--- src/hw/orl_consts.svh ---
/*
  Register offsets, reset values, field positions and codes for the
  over-range, init-status and power-setting register group.
  Assumes inclusion by bare name from package and design files.
*/
`ifndef ORL_CONSTS_SVH
`define ORL_CONSTS_SVH

// Register offsets (15-bit register address space)
`define ORL_ADDR_OVR_THRESHOLD 15'h0211
`define ORL_ADDR_OVR_CONFIG 15'h0213
`define ORL_ADDR_INIT_STATUS 15'h0270
`define ORL_ADDR_POWER_TWO 15'h029A
`define ORL_ADDR_POWER_THREE 15'h029B
`define ORL_ADDR_POWER_FOUR 15'h029C

// Reset values
`define ORL_RST_OVR_THRESHOLD 8'hF2
`define ORL_RST_OVR_CONFIG 8'h07
`define ORL_RST_POWER_TWO 8'h0F
`define ORL_RST_POWER_THREE 8'h04
`define ORL_RST_POWER_FOUR 8'h1B

// Over-range configuration fields
`define ORL_CFG_EN_BIT 3
`define ORL_CFG_EXT_MSB 2
`define ORL_CFG_EXT_LSB 0
`define ORL_CFG_RSVD_MASK 8'hF0

// Power setting codes
`define ORL_P2_LOW 8'h06
`define ORL_P2_HIGH 8'h0F
`define ORL_P3_LOW 8'h00
`define ORL_P3_HIGH 8'h04
`define ORL_P4_LOW 8'h14
`define ORL_P4_HIGH 8'h1B

// Pulse stretch base: 4 sampling cycles times two to the field
`define ORL_EXT_BASE 4
// Default number of cycles of internal initialisation
`define ORL_INIT_CYCLES 64

`endif

--- src/hw/orl_pkg.sv ---
/*
  Types shared by both ends of the register group.
  Assumes orl_consts.svh on the include path.
*/
`include "orl_consts.svh"

package orl_pkg;
	// Operating mode decoded from the three power setting registers
	typedef enum logic [1:0] {
		ORL_MODE_LOW = 2'b01,
		ORL_MODE_HIGH = 2'b10,
		ORL_MODE_MIXED = 2'b00
	} orl_mode_t;

	// Host sequencer states
	typedef enum logic [6:0] {
		ORL_H_WAITINIT = 7'b000_0001,
		ORL_H_IDLE = 7'b000_0010,
		ORL_H_QUIESCE = 7'b000_0100,
		ORL_H_WR2 = 7'b000_1000,
		ORL_H_WR3 = 7'b001_0000,
		ORL_H_WR4 = 7'b010_0000,
		ORL_H_SINGLE = 7'b100_0000
	} orl_hstate_t;
endpackage : orl_pkg

--- src/hw/orl_if.sv ---
/*
  Register access carrier between host and converter register group.
  Assumes one clock shared by both ends; single-cycle write strobe,
  read data valid one cycle after the read strobe.
*/
`timescale 1ns/100ps
`default_nettype none

interface orl_if;
	logic [14:0] addr;
	logic [7:0] wdata;
	logic wrEn;
	logic rdEn;
	logic [7:0] rdata;
	logic rdValid;

	modport device (input addr, input wdata, input wrEn, input rdEn, output rdata, output rdValid);
	modport host (output addr, output wdata, output wrEn, output rdEn, input rdata, input rdValid);
endinterface : orl_if

`default_nettype wire

--- src/hw/orl_device.sv ---
/*
  Converter end: over-range threshold and pulse stretch, init status,
  and power setting registers on a simple strobe register port.
  Holds the over-range threshold and configuration, the read-only
  init-complete flag and the three power setting registers, and drives
  one stretched over-range pin per channel.
  Reserved power codes are stored and read back unchanged; the mode
  output then reports mixed until all three hold matching codes.
  Assumes samples arrive one per sampling-cycle enable on mclk.
  Assumes the host end raises one strobe per access, holds addr and
  wdata with it, and takes read data on the rdValid pulse.
  Assumes reset is held low for at least one mclk edge.
  Assumes orl_consts.svh on the include path.
*/
// Functional notes
// Over-range asserts when level reaches threshold
// Pins driven only while enable bit set
// Pulse stretched to 4 times two^field cycles
// Host rewrites reserved config bits as default
// Init-complete bit reads one after initialisation
// Host waits for init-complete before accessing
// Setting two codes 0x06 low, 0x0F high
// Setting three codes 0x00 low, 0x04 high
// Setting four codes 0x14 low, 0x1B high
// Host writes all power settings together
// Host calibrates after changing operating mode
// Host clears calibration and link first
// Per-channel magnitude compare, greater or equal
`timescale 1ns/100ps
`default_nettype none
`include "orl_consts.svh"

module orl_device
	import orl_pkg::*;
#(
	parameter int SAMPLE_W = 9,
	parameter int CHANNELS = 4,
	parameter int INIT_CYCLES = `ORL_INIT_CYCLES
) (
	// Clock and reset
	input wire logic mclk,
	input wire logic rst_n,
	// Register port
	orl_if.device regs,
	// Samples, two's complement, one set per sampling enable
	input wire logic sampleEn,
	input wire logic [CHANNELS*SAMPLE_W-1:0] samples,
	// Over-range pins
	output logic [CHANNELS-1:0] overrangeOut,
	// Mode seen by analog core
	output orl_mode_t powerMode
);

	////////////////////////////////////////////////////////////////////////
	// Magnitude of a signed sample scaled to 8 bits
	// Keeps the top eight magnitude bits, so wider samples lose LSBs
	function automatic logic [7:0] mag8(input logic [SAMPLE_W-1:0] s);
		logic [SAMPLE_W-1:0] a;
		a = s[SAMPLE_W-1] ? SAMPLE_W'(~s + 1'b1) : s;
		// Full scale negative folds to the top code
		if (a[SAMPLE_W-1])
			mag8 = 8'hFF;
		else
			mag8 = 8'(a[SAMPLE_W-2:0] >> (SAMPLE_W-9));
	endfunction : mag8

	////////////////////////////////////////////////////////////////////////
	// Host-visible registers
	logic [7:0] thresholdQ;
	logic [7:0] configQ;
	logic [7:0] power2Q;
	logic [7:0] power3Q;
	logic [7:0] power4Q;

	// Internal state and read path
	logic initDoneQ;
	logic [$clog2(INIT_CYCLES+1)-1:0] initCntQ;
	logic [7:0] rdataQ;
	logic rdValidQ;

	// Address decode
	wire hitThr = regs.addr == `ORL_ADDR_OVR_THRESHOLD;
	wire hitCfg = regs.addr == `ORL_ADDR_OVR_CONFIG;
	wire hitInit = regs.addr == `ORL_ADDR_INIT_STATUS;
	wire hitP2 = regs.addr == `ORL_ADDR_POWER_TWO;
	wire hitP3 = regs.addr == `ORL_ADDR_POWER_THREE;
	wire hitP4 = regs.addr == `ORL_ADDR_POWER_FOUR;
	// Writes before init done are dropped; the host should not send them
	wire wrOk = regs.wrEn && initDoneQ;
	// Per-register write enables, one decode each
	wire wrThr = wrOk && hitThr;
	wire wrCfg = wrOk && hitCfg;
	wire wrP2 = wrOk && hitP2;
	wire wrP3 = wrOk && hitP3;
	wire wrP4 = wrOk && hitP4;

	// Read mux; unmapped addresses read zero
	wire [7:0] rdMux = hitThr ? thresholdQ :
		hitCfg ? configQ :
		hitInit ? {7'h00, initDoneQ} :
		hitP2 ? power2Q :
		hitP3 ? power3Q :
		hitP4 ? power4Q : 8'h00;

	// Over-range threshold and configuration
	always_ff @(posedge mclk or negedge rst_n) begin
		if (!rst_n) begin
			thresholdQ <= `ORL_RST_OVR_THRESHOLD;
			configQ <= `ORL_RST_OVR_CONFIG;
		end else begin
			if (wrThr) thresholdQ <= regs.wdata;
			if (wrCfg) configQ <= regs.wdata;
		end
	end

	// Power setting group; reserved codes are stored as written
	always_ff @(posedge mclk or negedge rst_n) begin
		if (!rst_n) begin
			power2Q <= `ORL_RST_POWER_TWO;
			power3Q <= `ORL_RST_POWER_THREE;
			power4Q <= `ORL_RST_POWER_FOUR;
		end else begin
			if (wrP2) power2Q <= regs.wdata;
			if (wrP3) power3Q <= regs.wdata;
			if (wrP4) power4Q <= regs.wdata;
		end
	end

	// Read data one cycle after the strobe
	// Registered, so rdata holds still while addr moves between reads
	always_ff @(posedge mclk or negedge rst_n) begin
		if (!rst_n) begin
			rdataQ <= 8'h00;
			rdValidQ <= 1'b0;
		end else begin
			rdValidQ <= regs.rdEn;
			if (regs.rdEn) rdataQ <= rdMux;
		end
	end
	assign regs.rdata = rdataQ;
	assign regs.rdValid = rdValidQ;

	////////////////////////////////////////////////////////////////////////
	// Initialisation counter; reads stay legal throughout
	// The counter freezes once done, so the flag cannot fall again
	// without a reset, and a poll that sees one may trust it
	always_ff @(posedge mclk or negedge rst_n) begin
		if (!rst_n) begin
			initCntQ <= '0;
			initDoneQ <= 1'b0;
		end else if (!initDoneQ) begin
			initCntQ <= initCntQ + 1'b1;
			initDoneQ <= initCntQ == ($clog2(INIT_CYCLES+1))'(INIT_CYCLES - 1);
		end
	end

	////////////////////////////////////////////////////////////////////////
	// Mode decode; mixed whenever the three settings are not all low or all high codes
	// Per-register code match; reserved codes match neither
	// Setting one lives outside this group and is not decoded here
	wire p2Low = power2Q == `ORL_P2_LOW;
	wire p2High = power2Q == `ORL_P2_HIGH;
	wire p3Low = power3Q == `ORL_P3_LOW;
	wire p3High = power3Q == `ORL_P3_HIGH;
	wire p4Low = power4Q == `ORL_P4_LOW;
	wire p4High = power4Q == `ORL_P4_HIGH;
	wire allLow = p2Low && p3Low && p4Low;
	wire allHigh = p2High && p3High && p4High;
	assign powerMode = allLow ? ORL_MODE_LOW : allHigh ? ORL_MODE_HIGH : ORL_MODE_MIXED;

	////////////////////////////////////////////////////////////////////////
	// Over-range detect and stretch per channel
	wire ovrEnable = configQ[`ORL_CFG_EN_BIT];
	wire [2:0] extField = configQ[`ORL_CFG_EXT_MSB:`ORL_CFG_EXT_LSB];
	// Hold length 4 << field, at most 512 sampling cycles
	wire [9:0] holdLen = 10'(`ORL_EXT_BASE) << extField;

	genvar ch;
	generate
		for (ch = 0; ch < CHANNELS; ch++) begin : gChan
			logic [9:0] holdQ;
			logic pinQ;
			wire [7:0] mag = mag8(samples[ch*SAMPLE_W +: SAMPLE_W]);
			// Compare on the scaled magnitude, so both signs trip at one level
			wire hit = mag >= thresholdQ;
			// Count restarts on each hit, so the pin drops holdLen cycles after the last one
			// Back-to-back overloads give one long pulse, never a gap between them
			always_ff @(posedge mclk or negedge rst_n) begin
				if (!rst_n)
					holdQ <= 10'h000;
				else if (sampleEn && hit)
					holdQ <= holdLen;
				else if (sampleEn && holdQ != 10'h000)
					holdQ <= holdQ - 1'b1;
			end
			// Detection keeps running when disabled; only the pin is held low
			always_ff @(posedge mclk or negedge rst_n) begin
				if (!rst_n)
					pinQ <= 1'b0;
				else
					pinQ <= ovrEnable && (holdQ != 10'h000 || (sampleEn && hit));
			end
			assign overrangeOut[ch] = pinQ;
		end
	endgenerate

endmodule : orl_device

`default_nettype wire

--- src/flat_wrapper.sv ---
// flat-port wrapper written by rule: the top's interface ports become plain ports
module orl_device_flat import orl_pkg::*;
#(
	parameter int SAMPLE_W = 9,
	parameter int CHANNELS = 4,
	parameter int INIT_CYCLES = `ORL_INIT_CYCLES
)
  (mclk, rst_n, sampleEn, samples, overrangeOut, powerMode, regs_addr, regs_wdata, regs_wrEn, regs_rdEn, regs_rdata, regs_rdValid);
  orl_if regs_i ();
  input wire logic mclk;
  input wire logic rst_n;
  input wire logic sampleEn;
  input wire logic [CHANNELS*SAMPLE_W-1:0] samples;
  output logic [CHANNELS-1:0] overrangeOut;
  output orl_mode_t powerMode;
  input wire logic [$bits(regs_i.addr)-1:0] regs_addr;
  input wire logic [$bits(regs_i.wdata)-1:0] regs_wdata;
  input wire logic [$bits(regs_i.wrEn)-1:0] regs_wrEn;
  input wire logic [$bits(regs_i.rdEn)-1:0] regs_rdEn;
  output wire logic [$bits(regs_i.rdata)-1:0] regs_rdata;
  output wire logic [$bits(regs_i.rdValid)-1:0] regs_rdValid;
  assign regs_i.addr = regs_addr;
  assign regs_i.wdata = regs_wdata;
  assign regs_i.wrEn = regs_wrEn;
  assign regs_i.rdEn = regs_rdEn;
  assign regs_rdata = regs_i.rdata;
  assign regs_rdValid = regs_i.rdValid;
  orl_device #(.SAMPLE_W(SAMPLE_W), .CHANNELS(CHANNELS), .INIT_CYCLES(INIT_CYCLES)) u_core (.mclk(mclk), .rst_n(rst_n), .regs(regs_i), .sampleEn(sampleEn), .samples(samples), .overrangeOut(overrangeOut), .powerMode(powerMode));
endmodule
--- config.mk ---
export PLATFORM = sky130hd
export DESIGN_NAME = orl_device_flat
export DESIGN_NICKNAME = d
export VERILOG_FILES = /design/src/hw/orl_pkg.sv /design/src/hw/orl_if.sv /design/src/hw/orl_device.sv /design/src/flat_wrapper.sv
export VERILOG_INCLUDE_DIRS = /design/src /design/src/hw
export SDC_FILE = /design/constraint.sdc
export NUM_CORES = 1
export LEC_CHECK = 0
export ABC_AREA = 0
export ABC_CLOCK_PERIOD_IN_PS = 2630
export BUFFER_PORTS_ARGS = -buffer_cell sky130_fd_sc_hd__buf_2
export CORE_UTILIZATION = 39
export DETAILED_ROUTE_END_ITERATION = 8
export PLACE_DENSITY = 0.65
export SETUP_SLACK_MARGIN = 0.15
export SYNTH_ARGS = -nofsm -noshare
export SYNTH_HDL_FRONTEND = slang
export SYNTH_SLANG_ARGS = --single-unit
--- constraint.sdc ---
create_clock -name mclk -period 2.63 [get_ports mclk]
set_clock_uncertainty 0.2 [all_clocks]
set_input_delay 0.526 -clock mclk [delete_from_list [all_inputs] [get_ports mclk]]
set_output_delay 0.526 -clock mclk [all_outputs]
set_load 0.005 [all_outputs]
Yosys cells after proc, flatten, opt, wreduce, memory -nomap -nowiden:

Index checks and enable logic that the tools add are counted.

* flip-flop bits (word level): 101
* bits in latches: 0
* memory bits (writable): 0
* ROM bits: 0
* input port bits: 64
* output and inout port bits: 15
* word-level logic and storage cells: 107
* memories: 0

* add/sub/neg operators: 9
* multipliers: 0
* div/mod/pow operators: 0
* magnitude comparators: 4
* eq/ne operators: 12
* shifts and indexed selects: 1
* multiplexer cells: 25
* bitwise gates (word level): 4
* reduce and logical (&&, ||, !) cells: 35

Operators by type and width (count)
* == test 15 x 10 -> 1 bit, second input constant: 6
* two-way mux 10 bit: 8
* two-way mux 8 bit: 10
* nonzero test 10 bit: 4
* subtractor 10 x 1 -> 10 bit, second input constant: 4
* adder 9 x 1 -> 9 bit, second input constant: 4
* two-way mux 9 bit: 4
* NOT 9 bit: 4
* >= comparator 8 bit: 4
* logical AND 1 bit: 22
* == test 8 x 3 -> 1 bit, second input constant: 2
* == test 8 x 5 -> 1 bit, second input constant: 2
* << shifter 3 x 3 -> 10 bit, first input constant: 1
* == test 8 x 4 -> 1 bit, second input constant: 1
* logical NOT 8 bit: 1
* nonzero test 2 bit: 4
* adder 7 x 1 -> 7 bit, second input constant: 1
* == test 7 x 6 -> 1 bit, second input constant: 1
* logical OR 1 bit: 4
* two-way mux 2 bit: 2
* two-way mux 1 bit: 1

Logic depth before layout (Yosys ltp):

* word-level depth: 8
* mapped depth: 16
* depth with buffers taken out: 14

Worst setup path before layout:

Ideal clock, no wire load.

* kind: input to register
* start: in samples[28]
* end: reg u_core.gChan[3].holdQ[2]
* library setup time: 0.077 ns
* arrival time: 2.954 ns
* required time: 2.353 ns
* setup slack: -0.602 ns
* stages on the path: 15
* buffers on the path: 2
* cell sequence: inv_1 > ha_1 > nand2_1 > nor3_1 > o21ai_0 > nor2b_1 > a31oi_1 > ha_1 > and2_1 > a221oi_1 > o21ai_0 > clkbuf_1 > buf_2 > a32o_1 > a21oi_1

* cells in the longest elaborated chain, start to end: 7
* elaborated cells on any way between the ends: 8
* those cells by class: 1 x add/sub; 1 x order compare; 3 x mux; 1 x bitwise; 2 x reduce/logical

RTL lines
* start: declaration: RTL line flat_wrapper.sv:13 `input wire logic [CHANNELS*SAMPLE_W-1:0] samples;`
* NOT 9 bit: RTL line orl_device.sv:59 `a = s[SAMPLE_W-1] ? SAMPLE_W'(~s + 1'b1) : s;`
* adder 9 x 1 -> 9 bit: RTL line orl_device.sv:59
* two-way mux 9 bit *: RTL line orl_device.sv:59
* two-way mux 8 bit *: RTL line orl_device.sv:61 `if (a[SAMPLE_W-1])`
* >= comparator 8 bit *: RTL line orl_device.sv:185 `wire hit = mag >= thresholdQ;`
* logical AND 1 bit *: RTL line orl_device.sv:191 `else if (sampleEn && hit)`
* two-way mux 10 bit or nonzero test 2 bit (tied branches)
* end signal: assignment: RTL line orl_device.sv:192 `holdQ <= holdLen;`
* end signal: assignment: RTL line orl_device.sv:194 `holdQ <= holdQ - 1'b1;`
* end: declaration: RTL line orl_device.sv:181 `logic [9:0] holdQ;`

Mark *: on every way between the ends. The rest lies on a longest branch, timed or not.
A chain may end at the register's enable or synchronous reset.

Worst setup path in the final report:

* start: in samples[31]
* end: reg u_core.gChan[3].holdQ[6]

Same word-level chain as after synthesis.

==> flow_summary.ini <==
[floorplan]
initial_utilization = 0.402
core_area_um2 = 16600
num_rows = 47
pin_count = 79
die_h_um = 133
die_area_um2 = 17700
die_w_um = 133

[global_routing]
grt_usage = 0.201
grt_pass1_vias = 5840
antenna_found_initial = 0
grt_max_degree = 65
grt_first_pass_wirelength_um = 28700
grt_overflow_total = 0

[finish]
synthToLayoutAreaGrowth_pct = 35.0
fin_area_um2 = 9020
drive_above_1_share = 0.408
fin_cells = 1088
nets = 968
final_cell_mix = dfrtp_1, nand2_1, buf_4, buf_2, mux2_2
diodes = 0
final_common_cell = dfrtp_1
final_core_util = 0.542
n_fill_cell = 1489

[detailed_routing]
viasPerCell = 5.57
drt_iter0_drc = 364
drt_first_pass_iters = 5
wl_per_cell_um = 16.0
num_vias = 6058
drcViolationCount = 0
postRouteWirelength_um = 17400
drtAntennaViolNets = 0

[job]
cap_violations = 0

[logic_synthesis]
synth_xor_area_frac = 0.0459
syn_nets = 816
synth_compound_area_frac = 0.152
synthCells = 711
synth_cell_types = 72
synth_top_area_frac = 0.315
ys_seq_elements = 101
yosys.area_share.simple = 0.213
synth.avg_cell_area_um2 = 9.40
ys_seq_area_frac = 0.381
ys_async_sr_fraction = 1.00
synth_top_family_by_area = simple AND/OR/NAND/NOR gates
synth_fa_ha_area_frac = 0.0768
synthMuxAreaShare = 0.0947
synth_flop_cell = dfrtp_1
syn_area_um2 = 6680
yosysTopAreaCell = dfrtp_1
yosysWarnings = 0
yosys-top-cells-area = dfrtp_1, ha_1, mux2_2
synth_edf_count = 0

[timing]
rsz0062_at_grt = true
period_minus_slack_ns = 2.94
period_share = 1.12
final_max_slew_viol_count = 0
tightest_slew_ns = 0.635
max_slew_margin = 0.574
setup_viol = 43
worst_slack_ns = -0.312
whs_ns = 0.267
hold_viol_final = 0
tns_ns = -7.13
fmax_ghz = 0.340

[setup_path]
timing.rr.end = u_core.gChan[3].holdQ[7]
cp_max_fo = 5
rr_worst_depth = 8
cp.required_ns = 2.67
arrival_ns = 2.98
path_class = input pin to register
crit_path_end_kind = register
start_kind = input pin
reg2reg_slack_ns = 0.13
r2r_start = u_core.thresholdQ[5]

[power]
p_leak_nw = 4.02
powerDensity_nw_per_um2 = 561
peakVddDrop_v = 0.000419
finalPower_mw = 5.06

[min_path]
hold_class = register to register
hold_path.startpoint = u_core.initCntQ[6]
min_to = u_core.initCntQ[6]
hold_depth = 1

[place]
post-dp-hpwl_um = 12200
place_ws_ns = -0.723
io_buffer_count = 78
gp_congestion = 0.840
dp.cells = 1051
postPlaceCellArea_um2 = 7960

[clock_network]
cts_tree = done
cts_sinks = 101
clockRootBuffer = clkbuf_16
cts_buffers = 9
clockBufferDepth = 2
path_clk_slew_ns = 0.07
htreeDepth = 3
clock_latency_ns = 0.35

[run_status]
violations = negative setup slack
outcome = complete, but fails checks
==> critical path: stages <==
cell       delay (ns)
buf_6            0.09
nor3_2           0.16
nand2_1          0.08
or3_4            0.39
o21ai_1          0.12
nor2b_2          0.14
a31oi_1          0.05
ha_1             0.34
and2_4           0.19
o2111ai_4        0.11
o21ai_4          0.25
buf_6            0.19
buf_12           0.11
nor3_2           0.03
o21ai_1          0.14
nand2_1          0.06
==> synthesized netlist by cell type (all sizes together) (9+ instances only) <==
cell type and number:
nand2 90, o31ai 9, o21ai 38, nor2b 10, ha 41, a21oi 19
nor4 14, xnor2 14, buf 12, nor3 29, xor2 21, nor2 43
a31oi 17, clkbuf 17, nand3 22, inv 28, mux2 42, dfstp 17
mux2i 16, nand2b 11, dfrtp 84
==> repair_timing <==
| action | 4_1_cts | 5_1_grt |
|---|---|---|
| hold buffers | 1 | 0 |
| resized for setup | 80 | 43 |
| gates cloned | 3 | 1 |
| endpoints found under the hold margin | 11 | 0 |
| pin swaps | 20 | 16 |
| buffers inserted | 9 | 7 |
| setup endpoints to repair | 46 | 46 |
==> sequential cells by signal, summed over array words and instances (netlist names), 4 cells and up <==
name and cells:
u_core.gChan.holdQ 40, u_core.configQ 8, u_core.power2Q 8, u_core.power3Q 8, u_core.power4Q 8, u_core.regs.rdata 8, u_core.thresholdQ 8, u_core.initCntQ 7
u_core.gChan.pinQ 4
==> power breakdown <==
part	internal (mW)	switching (mW)
Combinational	0.794	0.888
Clock	0.764	0.646
Sequential	1.75	0.214
Total	3.31	1.75
==> worst max-delay path by stage <==
stage,end,cells past startpoint,slack [ns],startpoint
floorplan,u_core.gChan[1].holdQ[5],13,-0.46,samples[10]
global placement,u_core.gChan[3].holdQ[4],16,-0.67,samples[28]
detailed placement,u_core.gChan[3].holdQ[4],16,-0.72,samples[28]
CTS,u_core.gChan[3].holdQ[6],16,-0.25,samples[31]
global route,u_core.gChan[3].holdQ[6],16,-0.43,samples[31]
finish,u_core.gChan[3].holdQ[6],16,-0.31,samples[31]
==> per-layer routing <==
layer | wire [um] | share of wire | up-vias | track usage
li1 | - | - | 2927 | -
met1 | 7960 | 0.46 | 2969 | 0.275
met2 | 8420 | 0.48 | 139 | 0.332
met3 | 741 | 0.043 | 23 | 0.0330
met4 | 243 | 0.014 | 0 | 0.0447
met5 | 0 | 0 | - | 0
==> cell families (layout without fill, tap and decap cells) <==
logic type / Yosys count / in the layout
buf+inv: 57 / 214
fa+ha+maj: 41 / 41
compound gates: 147 / 147
simple gates: 272 / 272
xor+xnor: 35 / 35
mux: 58 / 58
flops: 101 / 101
==> layout make-up <==
class | instances | area, um2 | area share
multi-input combinational | 553 | 4450 | 0.493
clock buffer | 9 | 225 | 0.0250
sequential | 101 | 2550 | 0.283
tap | 220 | 275 | 0.0305
timing repair buffer | 170 | 1310 | 0.145
clock inverter | 7 | 92.6 | 0.0103
inverter | 28 | 120 | 0.0133
Power figures use the tool's default switching activity.
